**config.mk**
```make
export PLATFORM = sky130hd
export DESIGN_NAME = standby_halt_stop_control
export DESIGN_NICKNAME = d
export VERILOG_FILES = /design/src/standby_pkg.sv /design/src/standby_halt_stop_control.sv /design/src/settle_counter.sv
export SDC_FILE = /design/constraint.sdc
export NUM_CORES = 1
export LEC_CHECK = 0
export BUFFER_PORTS_ARGS = -buffer_cell sky130_fd_sc_hd__clkbuf_2
export CORE_MARGIN = 3
export CORE_UTILIZATION = 35
export DETAILED_ROUTE_END_ITERATION = 10
export RECOVER_POWER = 50
export SYNTH_ARGS = -nofsm -noshare
export SYNTH_HDL_FRONTEND = slang
export SYNTH_SLANG_ARGS = --single-unit
```
**constraint.sdc**
```tcl
create_clock -name pclk -period 1.8 [get_ports pclk]
set_input_delay 0.36 -clock pclk [delete_from_list [all_inputs] [get_ports pclk]]
set_output_delay 0.36 -clock pclk [all_outputs]
set_load 0.05 [all_outputs]
```
**src/standby_pkg.sv**
```systemverilog
// Constants and types shared by the standby controller files
// Notes on behaviour
// RULE1: Reset loads select register 04H, yet the post-reset wait is 2^15 cycles.
// RULE2: Select codes 000/010/100 give 2^12/2^15/2^17 cycle stop-release waits.
// RULE3: Select register is 8-bit RW at FFFAH, bits 7..3 zero, field 2..0.
// RULE4: RC build has no select register and a fixed 2^7 cycle wait.
// RULE5: Stabilization wait starts only once the oscillator is running.
// RULE6: Halt gates the CPU clock while the oscillator keeps running.
// RULE7: Halt keeps ports, timers, watchdog, serial, interrupts; converter, multiplier stop.
// RULE8: Any unmasked request ends halt; vector if acknowledgeable, else next instruction.
// RULE9: Halt release takes 9-10 clocks before vectoring, 1-2 before resuming.
// RULE10: Halt: mask 0/IE 0 resumes, mask 0/IE 1 vectors, mask 1 stays halted.
// RULE11: Non-maskable request ends halt and vectors regardless of global enable.
// RULE12: Reset during halt ends it and fetches from the reset vector.
// RULE13: Stop halts the oscillator and pulls its output pin high internally.
// RULE14: Stop enters halt first (here ST_RUN goes straight to ST_STOP); pending unmasked request releases it at once.
// RULE15: Stop halts CPU, 16-bit timer, watchdog, converter, multiplier; ports kept.
// RULE16: Unmasked interrupt ends stop; after the wait, vector or run next instruction.
// RULE17: Reset ends stop, reset proceeds after the wait; masked requests keep stop.
// RULE18: Acknowledgeable means request 1, mask 0 and global enable 1.
// RULE19: Wait is an oscillator cycle counter; completion is a one-cycle pulse.
package standby_pkg;

  // ---------------------------------------------------------------------
  // Register map
  // ---------------------------------------------------------------------
  localparam logic [15:0] SETTLE_SEL_IDX  = 16'hfffa;
  localparam logic [15:0] STANDBY_STS_IDX = 16'hfffb;
  localparam int          PADDR_W         = 18;
  localparam logic [17:0] SETTLE_SEL_ADDR = {SETTLE_SEL_IDX, 2'b00};
  localparam logic [17:0] STANDBY_STS_ADDR = {STANDBY_STS_IDX, 2'b00};
  localparam logic [7:0]  SETTLE_SEL_RST  = 8'h04;
  localparam logic [7:0]  SETTLE_SEL_MASK = 8'h07;

  // Status register field positions
  localparam int STS_MODE_LSB   = 0;
  localparam int STS_SETTLE_BIT = 3;
  localparam int STS_ACK_BIT    = 4;

  // ---------------------------------------------------------------------
  // Settle-select codes and wait counts in oscillator cycles
  // ---------------------------------------------------------------------
  localparam logic [2:0]  SEL_2P12 = 3'h0;
  localparam logic [2:0]  SEL_2P15 = 3'h2;
  localparam logic [2:0]  SEL_2P17 = 3'h4;
  localparam int          CNT_W    = 18;
  localparam logic [17:0] WAIT_2P12_CYC = 18'h01000;
  localparam logic [17:0] WAIT_2P7_CYC  = 18'h00080;

  // Halt release latencies in clocks
  localparam logic [3:0] VEC_DLY_CYC    = 4'h9;
  localparam logic [3:0] RESUME_DLY_CYC = 4'h1;

  // Controller states
  typedef enum logic [2:0] {
    ST_RESET_WAIT,
    ST_RUN,
    ST_HALT,
    ST_STOP,
    ST_SETTLE,
    ST_RELEASE
  } sb_state_t;

  // Mode code shown in status
  localparam logic [2:0] MODE_RUN    = 3'h0;
  localparam logic [2:0] MODE_HALT   = 3'h1;
  localparam logic [2:0] MODE_STOP   = 3'h2;
  localparam logic [2:0] MODE_SETTLE = 3'h3;
  localparam logic [2:0] MODE_RESETW = 3'h4;
  localparam logic [2:0] MODE_REL    = 3'h5;

endpackage

```
**src/standby_halt_stop_control.sv**
```systemverilog
// Halt and stop standby controller with APB register access
//
// The implementer's own choice: register access over APB.
`timescale 1ns/100ps
module standby_halt_stop_control
  import standby_pkg::*;
#(
  parameter int          N_IRQ         = 8,
  parameter bit          RC_OSC        = 1'b0,
  parameter logic [17:0] WAIT_2P15_CYC = 18'h08000,
  parameter logic [17:0] WAIT_2P17_CYC = 18'h20000
)
(
  input  wire logic               pclk,
  input  wire logic               presetn,
  input  wire logic               psel,
  input  wire logic               penable,
  input  wire logic               pwrite,
  input  wire logic [PADDR_W-1:0] paddr,
  input  wire logic [31:0]        pwdata,
  input  wire logic [3:0]         pstrb,
  output logic [31:0]             prdata,
  output logic                    pready,
  output logic                    pslverr,
  input  wire logic               halt_exec,
  input  wire logic               stop_exec,
  input  wire logic [N_IRQ-1:0]   irq_request_flag,
  input  wire logic [N_IRQ-1:0]   irq_mask_flag,
  input  wire logic               irq_global_enable,
  input  wire logic               nmi_req,
  input  wire logic               osc_running,
  output logic                    cpu_clk_en,
  output logic                    osc_stop,
  output logic                    osc_out_pullup,
  output logic                    settle_done,
  output logic                    vector_start,
  output logic                    resume_next,
  output logic                    reset_vector_fetch,
  output logic                    port_latch_hold,
  output logic                    timer16_run,
  output logic                    timer8_run,
  output logic                    timer8_ext_only,
  output logic                    wdt_run,
  output logic                    serial_run,
  output logic                    serial_ext_only,
  output logic                    adc_run,
  output logic                    mult_run
);

  // Refuse request widths and wait counts the logic cannot serve
  if (N_IRQ < 1 || N_IRQ > 32 || WAIT_2P15_CYC < 18'h00002
      || WAIT_2P17_CYC < 18'h00002)
  begin : g_bad_param
    $error("standby_halt_stop_control: parameter out of range");
  end

  // -----------------------------------------------------------------------
  // Wait decoding
  // -----------------------------------------------------------------------

  // Stop-release wait for a select code; prohibited codes take the longest
  function automatic logic [17:0] settle_cycles(input logic [2:0] code,
                                                input bit rc);
    logic [17:0] cyc;
    cyc = WAIT_2P17_CYC;
    if (rc)
      cyc = WAIT_2P7_CYC; // RULE4
    else if (code == SEL_2P12)
      cyc = WAIT_2P12_CYC; // RULE2
    else if (code == SEL_2P15)
      cyc = WAIT_2P15_CYC; // RULE2
    else if (code == SEL_2P17)
      cyc = WAIT_2P17_CYC; // RULE2
    return cyc;
  endfunction

  // -----------------------------------------------------------------------
  // Registers and state
  // -----------------------------------------------------------------------
  sb_state_t   state_ff;
  sb_state_t   nxt_state;
  logic [2:0]  settle_sel_ff;
  logic        ack_ff;
  logic        nxt_ack;
  logic [3:0]  rel_cnt_ff;
  logic [3:0]  nxt_rel_cnt;
  logic        vector_ff;
  logic        resume_ff;
  logic        rstvec_ff;
  logic [31:0] prdata_ff;
  logic        pslverr_ff;

  logic        unmasked_req;
  logic        ackable;
  logic        halt_wake;
  logic        cnt_clear;
  logic        cnt_enable;
  logic        cnt_done;
  logic        cnt_busy;
  logic [17:0] cnt_target;
  logic        reset_wait_ff;
  logic        sel_hit;
  logic        sts_hit;
  logic        wr_access;
  logic        setup;
  logic [2:0]  mode_code;

  // -----------------------------------------------------------------------
  // Interrupt qualification
  // -----------------------------------------------------------------------

  // Pending request that a set mask does not block
  assign unmasked_req = |(irq_request_flag & ~irq_mask_flag); // RULE10
  // Acknowledgeable only with request, clear mask and global enable
  assign ackable      = unmasked_req && irq_global_enable; // RULE18
  // Halt ends on an unmasked or non-maskable request
  assign halt_wake    = unmasked_req || nmi_req; // RULE8 RULE11

  // -----------------------------------------------------------------------
  // Stabilization counter
  // -----------------------------------------------------------------------

  // Reset wait is fixed whatever the select register holds
  assign cnt_target = reset_wait_ff
                      ? (RC_OSC ? WAIT_2P7_CYC : WAIT_2P15_CYC) // RULE1 RULE4
                      : settle_cycles(settle_sel_ff, RC_OSC);
  assign cnt_enable = osc_running; // RULE5
  assign cnt_clear  = (state_ff == ST_STOP && nxt_state == ST_SETTLE);

  settle_counter #(
    .W (CNT_W)
  ) u_settle (
    .pclk    (pclk),
    .presetn (presetn),
    .clear   (cnt_clear || (reset_wait_ff && !cnt_busy && !cnt_done)),
    .enable  (cnt_enable),
    .target  (cnt_target),
    .done    (cnt_done),
    .busy    (cnt_busy)
  );

  // Marks that the running wait belongs to a reset release
  always_ff @(posedge pclk or negedge presetn)
  begin
    if (!presetn)
      reset_wait_ff <= 1'b1; // RULE12 RULE17
    else if (cnt_done)
      reset_wait_ff <= 1'b0;
  end

  // -----------------------------------------------------------------------
  // Standby state machine
  // -----------------------------------------------------------------------

  // Next state, acknowledge decision and release delay
  always_comb
  begin
    nxt_state   = state_ff;
    nxt_ack     = ack_ff;
    nxt_rel_cnt = rel_cnt_ff;
    unique case (state_ff)
      ST_RESET_WAIT:
      begin
        if (cnt_done)
          nxt_state = ST_RUN; // RULE17
      end
      ST_RUN:
      begin
        if (stop_exec)
          nxt_state = ST_STOP; // RULE13
        else if (halt_exec)
          nxt_state = ST_HALT; // RULE6
      end
      ST_HALT:
      begin
        if (halt_wake)
        begin
          nxt_state   = ST_RELEASE; // RULE8
          nxt_ack     = ackable || nmi_req; // RULE10 RULE11
          nxt_rel_cnt = (ackable || nmi_req) ? VEC_DLY_CYC
                                             : RESUME_DLY_CYC; // RULE9
        end
      end
      ST_STOP:
      begin
        if (unmasked_req)
        begin
          nxt_state = ST_SETTLE; // RULE14 RULE16
          nxt_ack   = ackable;
        end
      end
      ST_SETTLE:
      begin
        if (cnt_done)
        begin
          nxt_state   = ST_RELEASE; // RULE16
          nxt_rel_cnt = ack_ff ? VEC_DLY_CYC : RESUME_DLY_CYC;
        end
      end
      ST_RELEASE:
      begin
        if (rel_cnt_ff == 4'h1)
          nxt_state = ST_RUN;
        nxt_rel_cnt = rel_cnt_ff - 4'h1;
      end
      default:
      begin
        nxt_state = ST_RUN;
      end
    endcase
  end

  // State register
  always_ff @(posedge pclk or negedge presetn)
  begin
    if (!presetn)
      state_ff <= ST_RESET_WAIT; // RULE12 RULE17
    else
      state_ff <= nxt_state;
  end

  // Acknowledge decision and release countdown
  always_ff @(posedge pclk or negedge presetn)
  begin
    if (!presetn)
    begin
      ack_ff     <= 1'b0;
      rel_cnt_ff <= 4'h0;
    end
    else
    begin
      ack_ff     <= nxt_ack;
      rel_cnt_ff <= nxt_rel_cnt;
    end
  end

  // One-cycle resume, vector and reset-vector strobes
  always_ff @(posedge pclk or negedge presetn)
  begin
    if (!presetn)
    begin
      vector_ff <= 1'b0;
      resume_ff <= 1'b0;
      rstvec_ff <= 1'b0;
    end
    else
    begin
      vector_ff <= state_ff == ST_RELEASE && rel_cnt_ff == 4'h1
                   && ack_ff; // RULE9
      resume_ff <= state_ff == ST_RELEASE && rel_cnt_ff == 4'h1
                   && !ack_ff; // RULE9
      rstvec_ff <= state_ff == ST_RESET_WAIT && cnt_done; // RULE12
    end
  end

  assign vector_start       = vector_ff;
  assign resume_next        = resume_ff;
  assign reset_vector_fetch = rstvec_ff;
  assign settle_done        = cnt_done; // RULE19

  // -----------------------------------------------------------------------
  // Clock and peripheral controls
  // -----------------------------------------------------------------------

  // CPU clock runs only in normal operation
  assign cpu_clk_en = (state_ff == ST_RUN); // RULE6 RULE15
  // Oscillator stopped with its output pin held high
  assign osc_stop       = (state_ff == ST_STOP); // RULE13
  assign osc_out_pullup = (state_ff == ST_STOP); // RULE13
  // Port latches frozen in either standby mode
  assign port_latch_hold = (state_ff == ST_HALT) || (state_ff == ST_STOP)
                           || (state_ff == ST_SETTLE); // RULE7 RULE15
  // Peripherals that keep running through halt; the 8-bit timer and serial run through stop too
  assign timer16_run     = (state_ff != ST_STOP) && (state_ff != ST_SETTLE);
  assign wdt_run         = (state_ff != ST_STOP) && (state_ff != ST_SETTLE);
  assign timer8_run      = 1'b1; // RULE7
  assign serial_run      = 1'b1; // RULE7
  // External count or clock only in stop and through the stabilization wait after it
  assign timer8_ext_only = (state_ff == ST_STOP)
                           || (state_ff == ST_SETTLE); // RULE15
  assign serial_ext_only = (state_ff == ST_STOP)
                           || (state_ff == ST_SETTLE); // RULE15
  // Converter and multiplier stop in any standby mode
  assign adc_run  = (state_ff == ST_RUN) || (state_ff == ST_RELEASE); // RULE7
  assign mult_run = (state_ff == ST_RUN) || (state_ff == ST_RELEASE); // RULE7

  // -----------------------------------------------------------------------
  // APB slave
  // -----------------------------------------------------------------------
  assign setup     = psel && !penable;
  assign sel_hit   = !RC_OSC && (paddr == SETTLE_SEL_ADDR); // RULE4
  assign sts_hit   = (paddr == STANDBY_STS_ADDR);
  assign wr_access = psel && penable && pwrite;

  // Mode code for status readback
  always_comb
  begin
    mode_code = MODE_RUN;
    unique case (state_ff)
      ST_RESET_WAIT: mode_code = MODE_RESETW;
      ST_RUN:        mode_code = MODE_RUN;
      ST_HALT:       mode_code = MODE_HALT;
      ST_STOP:       mode_code = MODE_STOP;
      ST_SETTLE:     mode_code = MODE_SETTLE;
      ST_RELEASE:    mode_code = MODE_REL;
      default:       mode_code = MODE_RUN;
    endcase
  end

  // Settle-select field, written through the low byte lane only
  always_ff @(posedge pclk or negedge presetn)
  begin
    if (!presetn)
      settle_sel_ff <= SETTLE_SEL_RST[2:0]; // RULE1
    else if (wr_access && sel_hit && pstrb[0])
      settle_sel_ff <= pwdata[2:0]; // RULE3
  end

  // Read data and error captured in the setup cycle
  always_ff @(posedge pclk or negedge presetn)
  begin
    if (!presetn)
    begin
      prdata_ff  <= 32'h0000_0000;
      pslverr_ff <= 1'b0;
    end
    else if (setup)
    begin
      pslverr_ff <= !(sel_hit || sts_hit) || (sts_hit && pwrite);
      prdata_ff  <= 32'h0000_0000;
      if (!pwrite && sel_hit)
        prdata_ff <= {24'h000000,
                      SETTLE_SEL_MASK & {5'h00, settle_sel_ff}}; // RULE3
      else if (!pwrite && sts_hit)
      begin
        prdata_ff[STS_MODE_LSB +: 3] <= mode_code;
        prdata_ff[STS_SETTLE_BIT]    <= cnt_busy;
        prdata_ff[STS_ACK_BIT]       <= ack_ff;
      end
    end
  end

  assign prdata  = prdata_ff;
  assign pready  = 1'b1;
  assign pslverr = pslverr_ff & psel & penable;

endmodule

```
**src/settle_counter.sv**
```systemverilog
// Oscillation stabilization wait counter
`timescale 1ns/100ps
module settle_counter
  import standby_pkg::*;
#(
  parameter int W = CNT_W
)
(
  input  wire logic         pclk,
  input  wire logic         presetn,
  input  wire logic         clear,
  input  wire logic         enable,
  input  wire logic [W-1:0] target,
  output logic              done,
  output logic              busy
);

  // Refuse a counter too narrow to be useful
  if (W < 8)
  begin : g_bad_width
    $error("settle_counter: width too small");
  end

  logic [W-1:0] cnt_ff;
  logic         done_ff;
  logic         armed_ff;

  // Count oscillator cycles only while oscillation runs
  always_ff @(posedge pclk or negedge presetn)
  begin
    if (!presetn)
      cnt_ff <= '0;
    else if (clear || done_ff)
      cnt_ff <= '0;
    else if (enable && armed_ff)
      cnt_ff <= cnt_ff + 1'b1; // RULE5 RULE19
  end

  // Armed from clear until the completion pulse
  always_ff @(posedge pclk or negedge presetn)
  begin
    if (!presetn)
      armed_ff <= 1'b0;
    else if (clear)
      armed_ff <= 1'b1;
    else if (done_ff)
      armed_ff <= 1'b0;
  end

  // One-cycle completion pulse
  always_ff @(posedge pclk or negedge presetn)
  begin
    if (!presetn)
      done_ff <= 1'b0;
    else
      done_ff <= !clear && !done_ff && armed_ff && enable
                 && (cnt_ff == target - 1'b1); // RULE19
  end

  assign done = done_ff;
  assign busy = armed_ff;

endmodule

```
==> flow_metrics.tcl <==
set metrics [dict create \
    tightestPinTransition_ns 1.012 \
    num_antenna_cells 0 \
    crit_required_ns 1.44 \
    cts-hold-fix-buffers 0 \
    ys.flop_type "dfrtp_1" \
    synth.avg_cell_area_um2 9.434 \
    crit_path_max_fanout 4 \
    fin_nets 439 \
    clockBufferDepth 2 \
    cts_buffers 5 \
    crit_arrival_ns 1.40 \
    cts_sinks 41 \
    drtIter0Drc 50 \
    crit_buf_inv 2 \
    dieArea_um2 8567 \
    crit_chain "nor2b_4 > nand2_2 > o21ai_4 > clkinvlp_4 > clkbuf_8" \
    drive_above_1_share_pct 32.87 \
    async_reset_ff_share_pct 100.0 \
    antenna_found_initial 0 \
    hold_depth 2 \
    wirelength_um 5635 \
    design.core.area_um2 7019 \
    period_needed_ns 1.760 \
    route.detailed.drc 0 \
    synth-seq-cells 41 \
    critPathMaxStageDelay_ns 0.47 \
    row_count 30 \
    slew_headroom_pct 32.52 \
    synth-edff-count 0 \
    slowest_stage "dfrtp_2" \
    drv_cap 0 \
    viasPerCell 4.524 \
    synth_top_area_share_pct 37.21 \
    min_from "pwdata[0]" \
    initial_core_util_pct 37.36 \
    path_class "reg -> out" \
    grt_max_degree 42 \
    setup_violations 0 \
    wire_per_inst_um 12.47 \
    status "completed" \
    period_share_pct 97.80 \
    yosys_warnings 0 \
    clock_latency_ns 0.29 \
    place_congestion 0.8161 \
    reg2reg_depth 6 \
    max_freq_mhz 568.1 \
    grt_usage_pct 13.23 \
    maxSlewViolCount 0 \
    r2r-start "state_ff[2]" \
    cts_tree "yes" \
    grt_pass1_wl_um 9232 \
    die_y_um 92.56 \
    place.port_buffers 67 \
    p_total_uw 3836 \
    drt_first_pass_iters 4 \
    utilization_pct 45.42 \
    rsz0062_at_grt "true" \
    syn_inst 278 \
    ir_drop_mv 0.6657 \
    yosysTopAreaCell "dfrtp_1" \
    yosysSeqAreaShare_pct 39.22 \
    grt_pass1_vias 1968 \
    hold_violations 0 \
    hpwl_um 4433 \
    crit_family "flip-flops" \
    io_pins 130 \
    fin_skew_ns 0.006717 \
    cts-root-buf "clkbuf_8" \
    power_density_nw_per_um2 1203 \
    ys_types 59 \
    min_path_type "in -> reg" \
    hold-worst-slack_ns 0.3021 \
    grt-ovfl-total 0 \
    r2r_setup_slack_ns 0.09 \
    vias 2045 \
    end_kind "primary output" \
    htree_levels 2 \
    ant_nets 0 \
    die_width_um 92.56 \
    synthTopCellsByArea "dfrtp_1 (37%), buf_4 (10%), nor2_1 (5.0%)" \
    r2r-end "rel_cnt_ff[3]" \
    start_kind "flip-flop" \
    syn2layout_area_growth_pct 21.56 \
    hold_end "settle_sel_ff[0]" \
    leakage_uw 0.001561 \
    synth_area_um2 2623 \
    worst-path-stages 5 \
    path_clk_slew_ns 0.08 \
]
==> cell usage after synthesis, types with 3 or more instances <==
cell type / n
nor3_1: 6
nor2_1: 35
ha_1: 4
buf_4: 35
o22ai_1: 3
clkbuf_1: 4
nand4_1: 5
o21ai_0: 3
xnor2_1: 10
a21oi_1: 5
nor2b_1: 5
dfrtp_1: 39
o31ai_1: 4
inv_1: 15
mux2_2: 3
nand3_1: 9
and3_1: 4
nand2b_1: 5
nand2_1: 21
xor2_1: 12
==> layout make-up <==
| class | instances | area, µm² |
|---|---|---|
| clock buffers | 6 | 72.57 |
| clock inverters | 2 | 35.03 |
| fillers | 696 | 3831 |
| inverters | 15 | 62.56 |
| multi-input cells | 209 | 1360 |
| flip-flops and latches | 41 | 1032 |
| well taps | 96 | 120.1 |
| repair buffers | 83 | 505.5 |
==> per-stage QoR <==
step           TNS [ns]  cells  cell area [µm²]  worst slack (ns)
4_1_cts        -0.02373    451             3192         -0.006498
2_1_floorplan   -0.6407    306             2770           -0.2574
6_report              0    452             3188           0.03961
3_3_place_gp          0    441             3028           0.02947
3_5_place_dp          0    441             3028          0.007673
5_1_grt        -0.06221    452             3188          -0.03141
==> flip-flops by register name (all words and copies together) (netlist names) <==
register            count
vector_start            1
reset_wait_ff           1
u_settle.busy           1
reset_vector_fetch      1
ack_ff                  1
state_ff                3
settle_sel_ff           3
prdata                  5
pslverr_ff              1
resume_next             1
rel_cnt_ff              4
u_settle.done           1
u_settle.cnt_ff        18
==> logic make-up (layout without fill, tap and decap cells) <==
kind of cell	after synthesis	in the layout	synth area share, %
AO/OA/AOI/OAI	32	32	10.45
XOR/XNOR	22	22	7.347
adder cells (fa/ha/maj)	4	4	1.908
buffers and inverters	56	106	13.36
flip-flops	41	41	39.22
multiplexers	6	6	2.481
other	2	30	0.2864
AND/OR/NAND/NOR	115	115	24.95
==> timing repair <==
action,CTS,global route
setup endpoints to repair,8,10
resized for setup,11,10
buffers inserted,2,1
pin swaps,0,1
==> where the power goes <==
group | internal (µW) | leakage [µW] | total, µW | switching (µW)
combinational | 689 | 0.000978 | 1850 | 1160
clock | 412 | 0.0000552 | 733 | 321
sequential | 1070 | 0.000528 | 1250 | 181
==> layer usage <==
layer,global-route usage [%],vias up,share of wire (%)
met2,21.81,64,50
met4,3.837,0,1.1
met5,0,-,0
li1,-,1031,-
met1,17.43,944,44
met3,2.843,6,5.5
==> worst max path at each step <==
stage / startpoint / slack [ns] / to
finish: state_ff[2] / 0.04 / timer16_run
global route: state_ff[2] / -0.03 / timer16_run
CTS: state_ff[1] / -0.006 / osc_out_pullup
detailed placement: irq_mask_flag[1] / 0.008 / rel_cnt_ff[3]
global placement: irq_mask_flag[1] / 0.03 / rel_cnt_ff[3]
floorplan: state_ff[1] / -0.26 / wdt_run
==> cell usage in the layout (no fill, tap or decap), types with 2 or more instances in the layout <==
| cell | Yosys | final |
|---|---|---|
| clkbuf_2 | 0 | 57 |
| dfrtp_1 | 39 | 36 |
| nor2_1 | 35 | 35 |
| conb_1 | 2 | 30 |
| nand2_1 | 21 | 20 |
| buf_4 | 35 | 13 |
| inv_1 | 15 | 12 |
| xor2_1 | 12 | 12 |
| xnor2_1 | 10 | 10 |
| nand3_1 | 9 | 9 |
| nor3_1 | 6 | 7 |
| clkbuf_8 | 0 | 7 |
| nand2b_1 | 5 | 5 |
| a21oi_1 | 5 | 5 |
| nand4_1 | 5 | 5 |
| clkbuf_1 | 4 | 5 |
| and3_1 | 4 | 4 |
| nor2b_1 | 5 | 4 |
| o31ai_1 | 4 | 4 |
| ha_1 | 4 | 4 |
| clkbuf_4 | 0 | 4 |
| o22ai_1 | 3 | 3 |
| mux2_2 | 3 | 3 |
| dfrtp_2 | 0 | 3 |
| nand2_2 | 2 | 2 |
| nand2b_2 | 2 | 2 |
| nand3b_1 | 2 | 2 |
| o21ai_0 | 3 | 2 |
| a31oi_1 | 2 | 2 |
| o221ai_1 | 2 | 2 |
| nand3_2 | 2 | 2 |
| mux2i_1 | 2 | 2 |
| nor4_4 | 2 | 2 |
| nand4b_1 | 2 | 2 |
| o2bb2ai_1 | 2 | 2 |
| buf_8 | 0 | 2 |
Power figures use the tool's default switching activity.
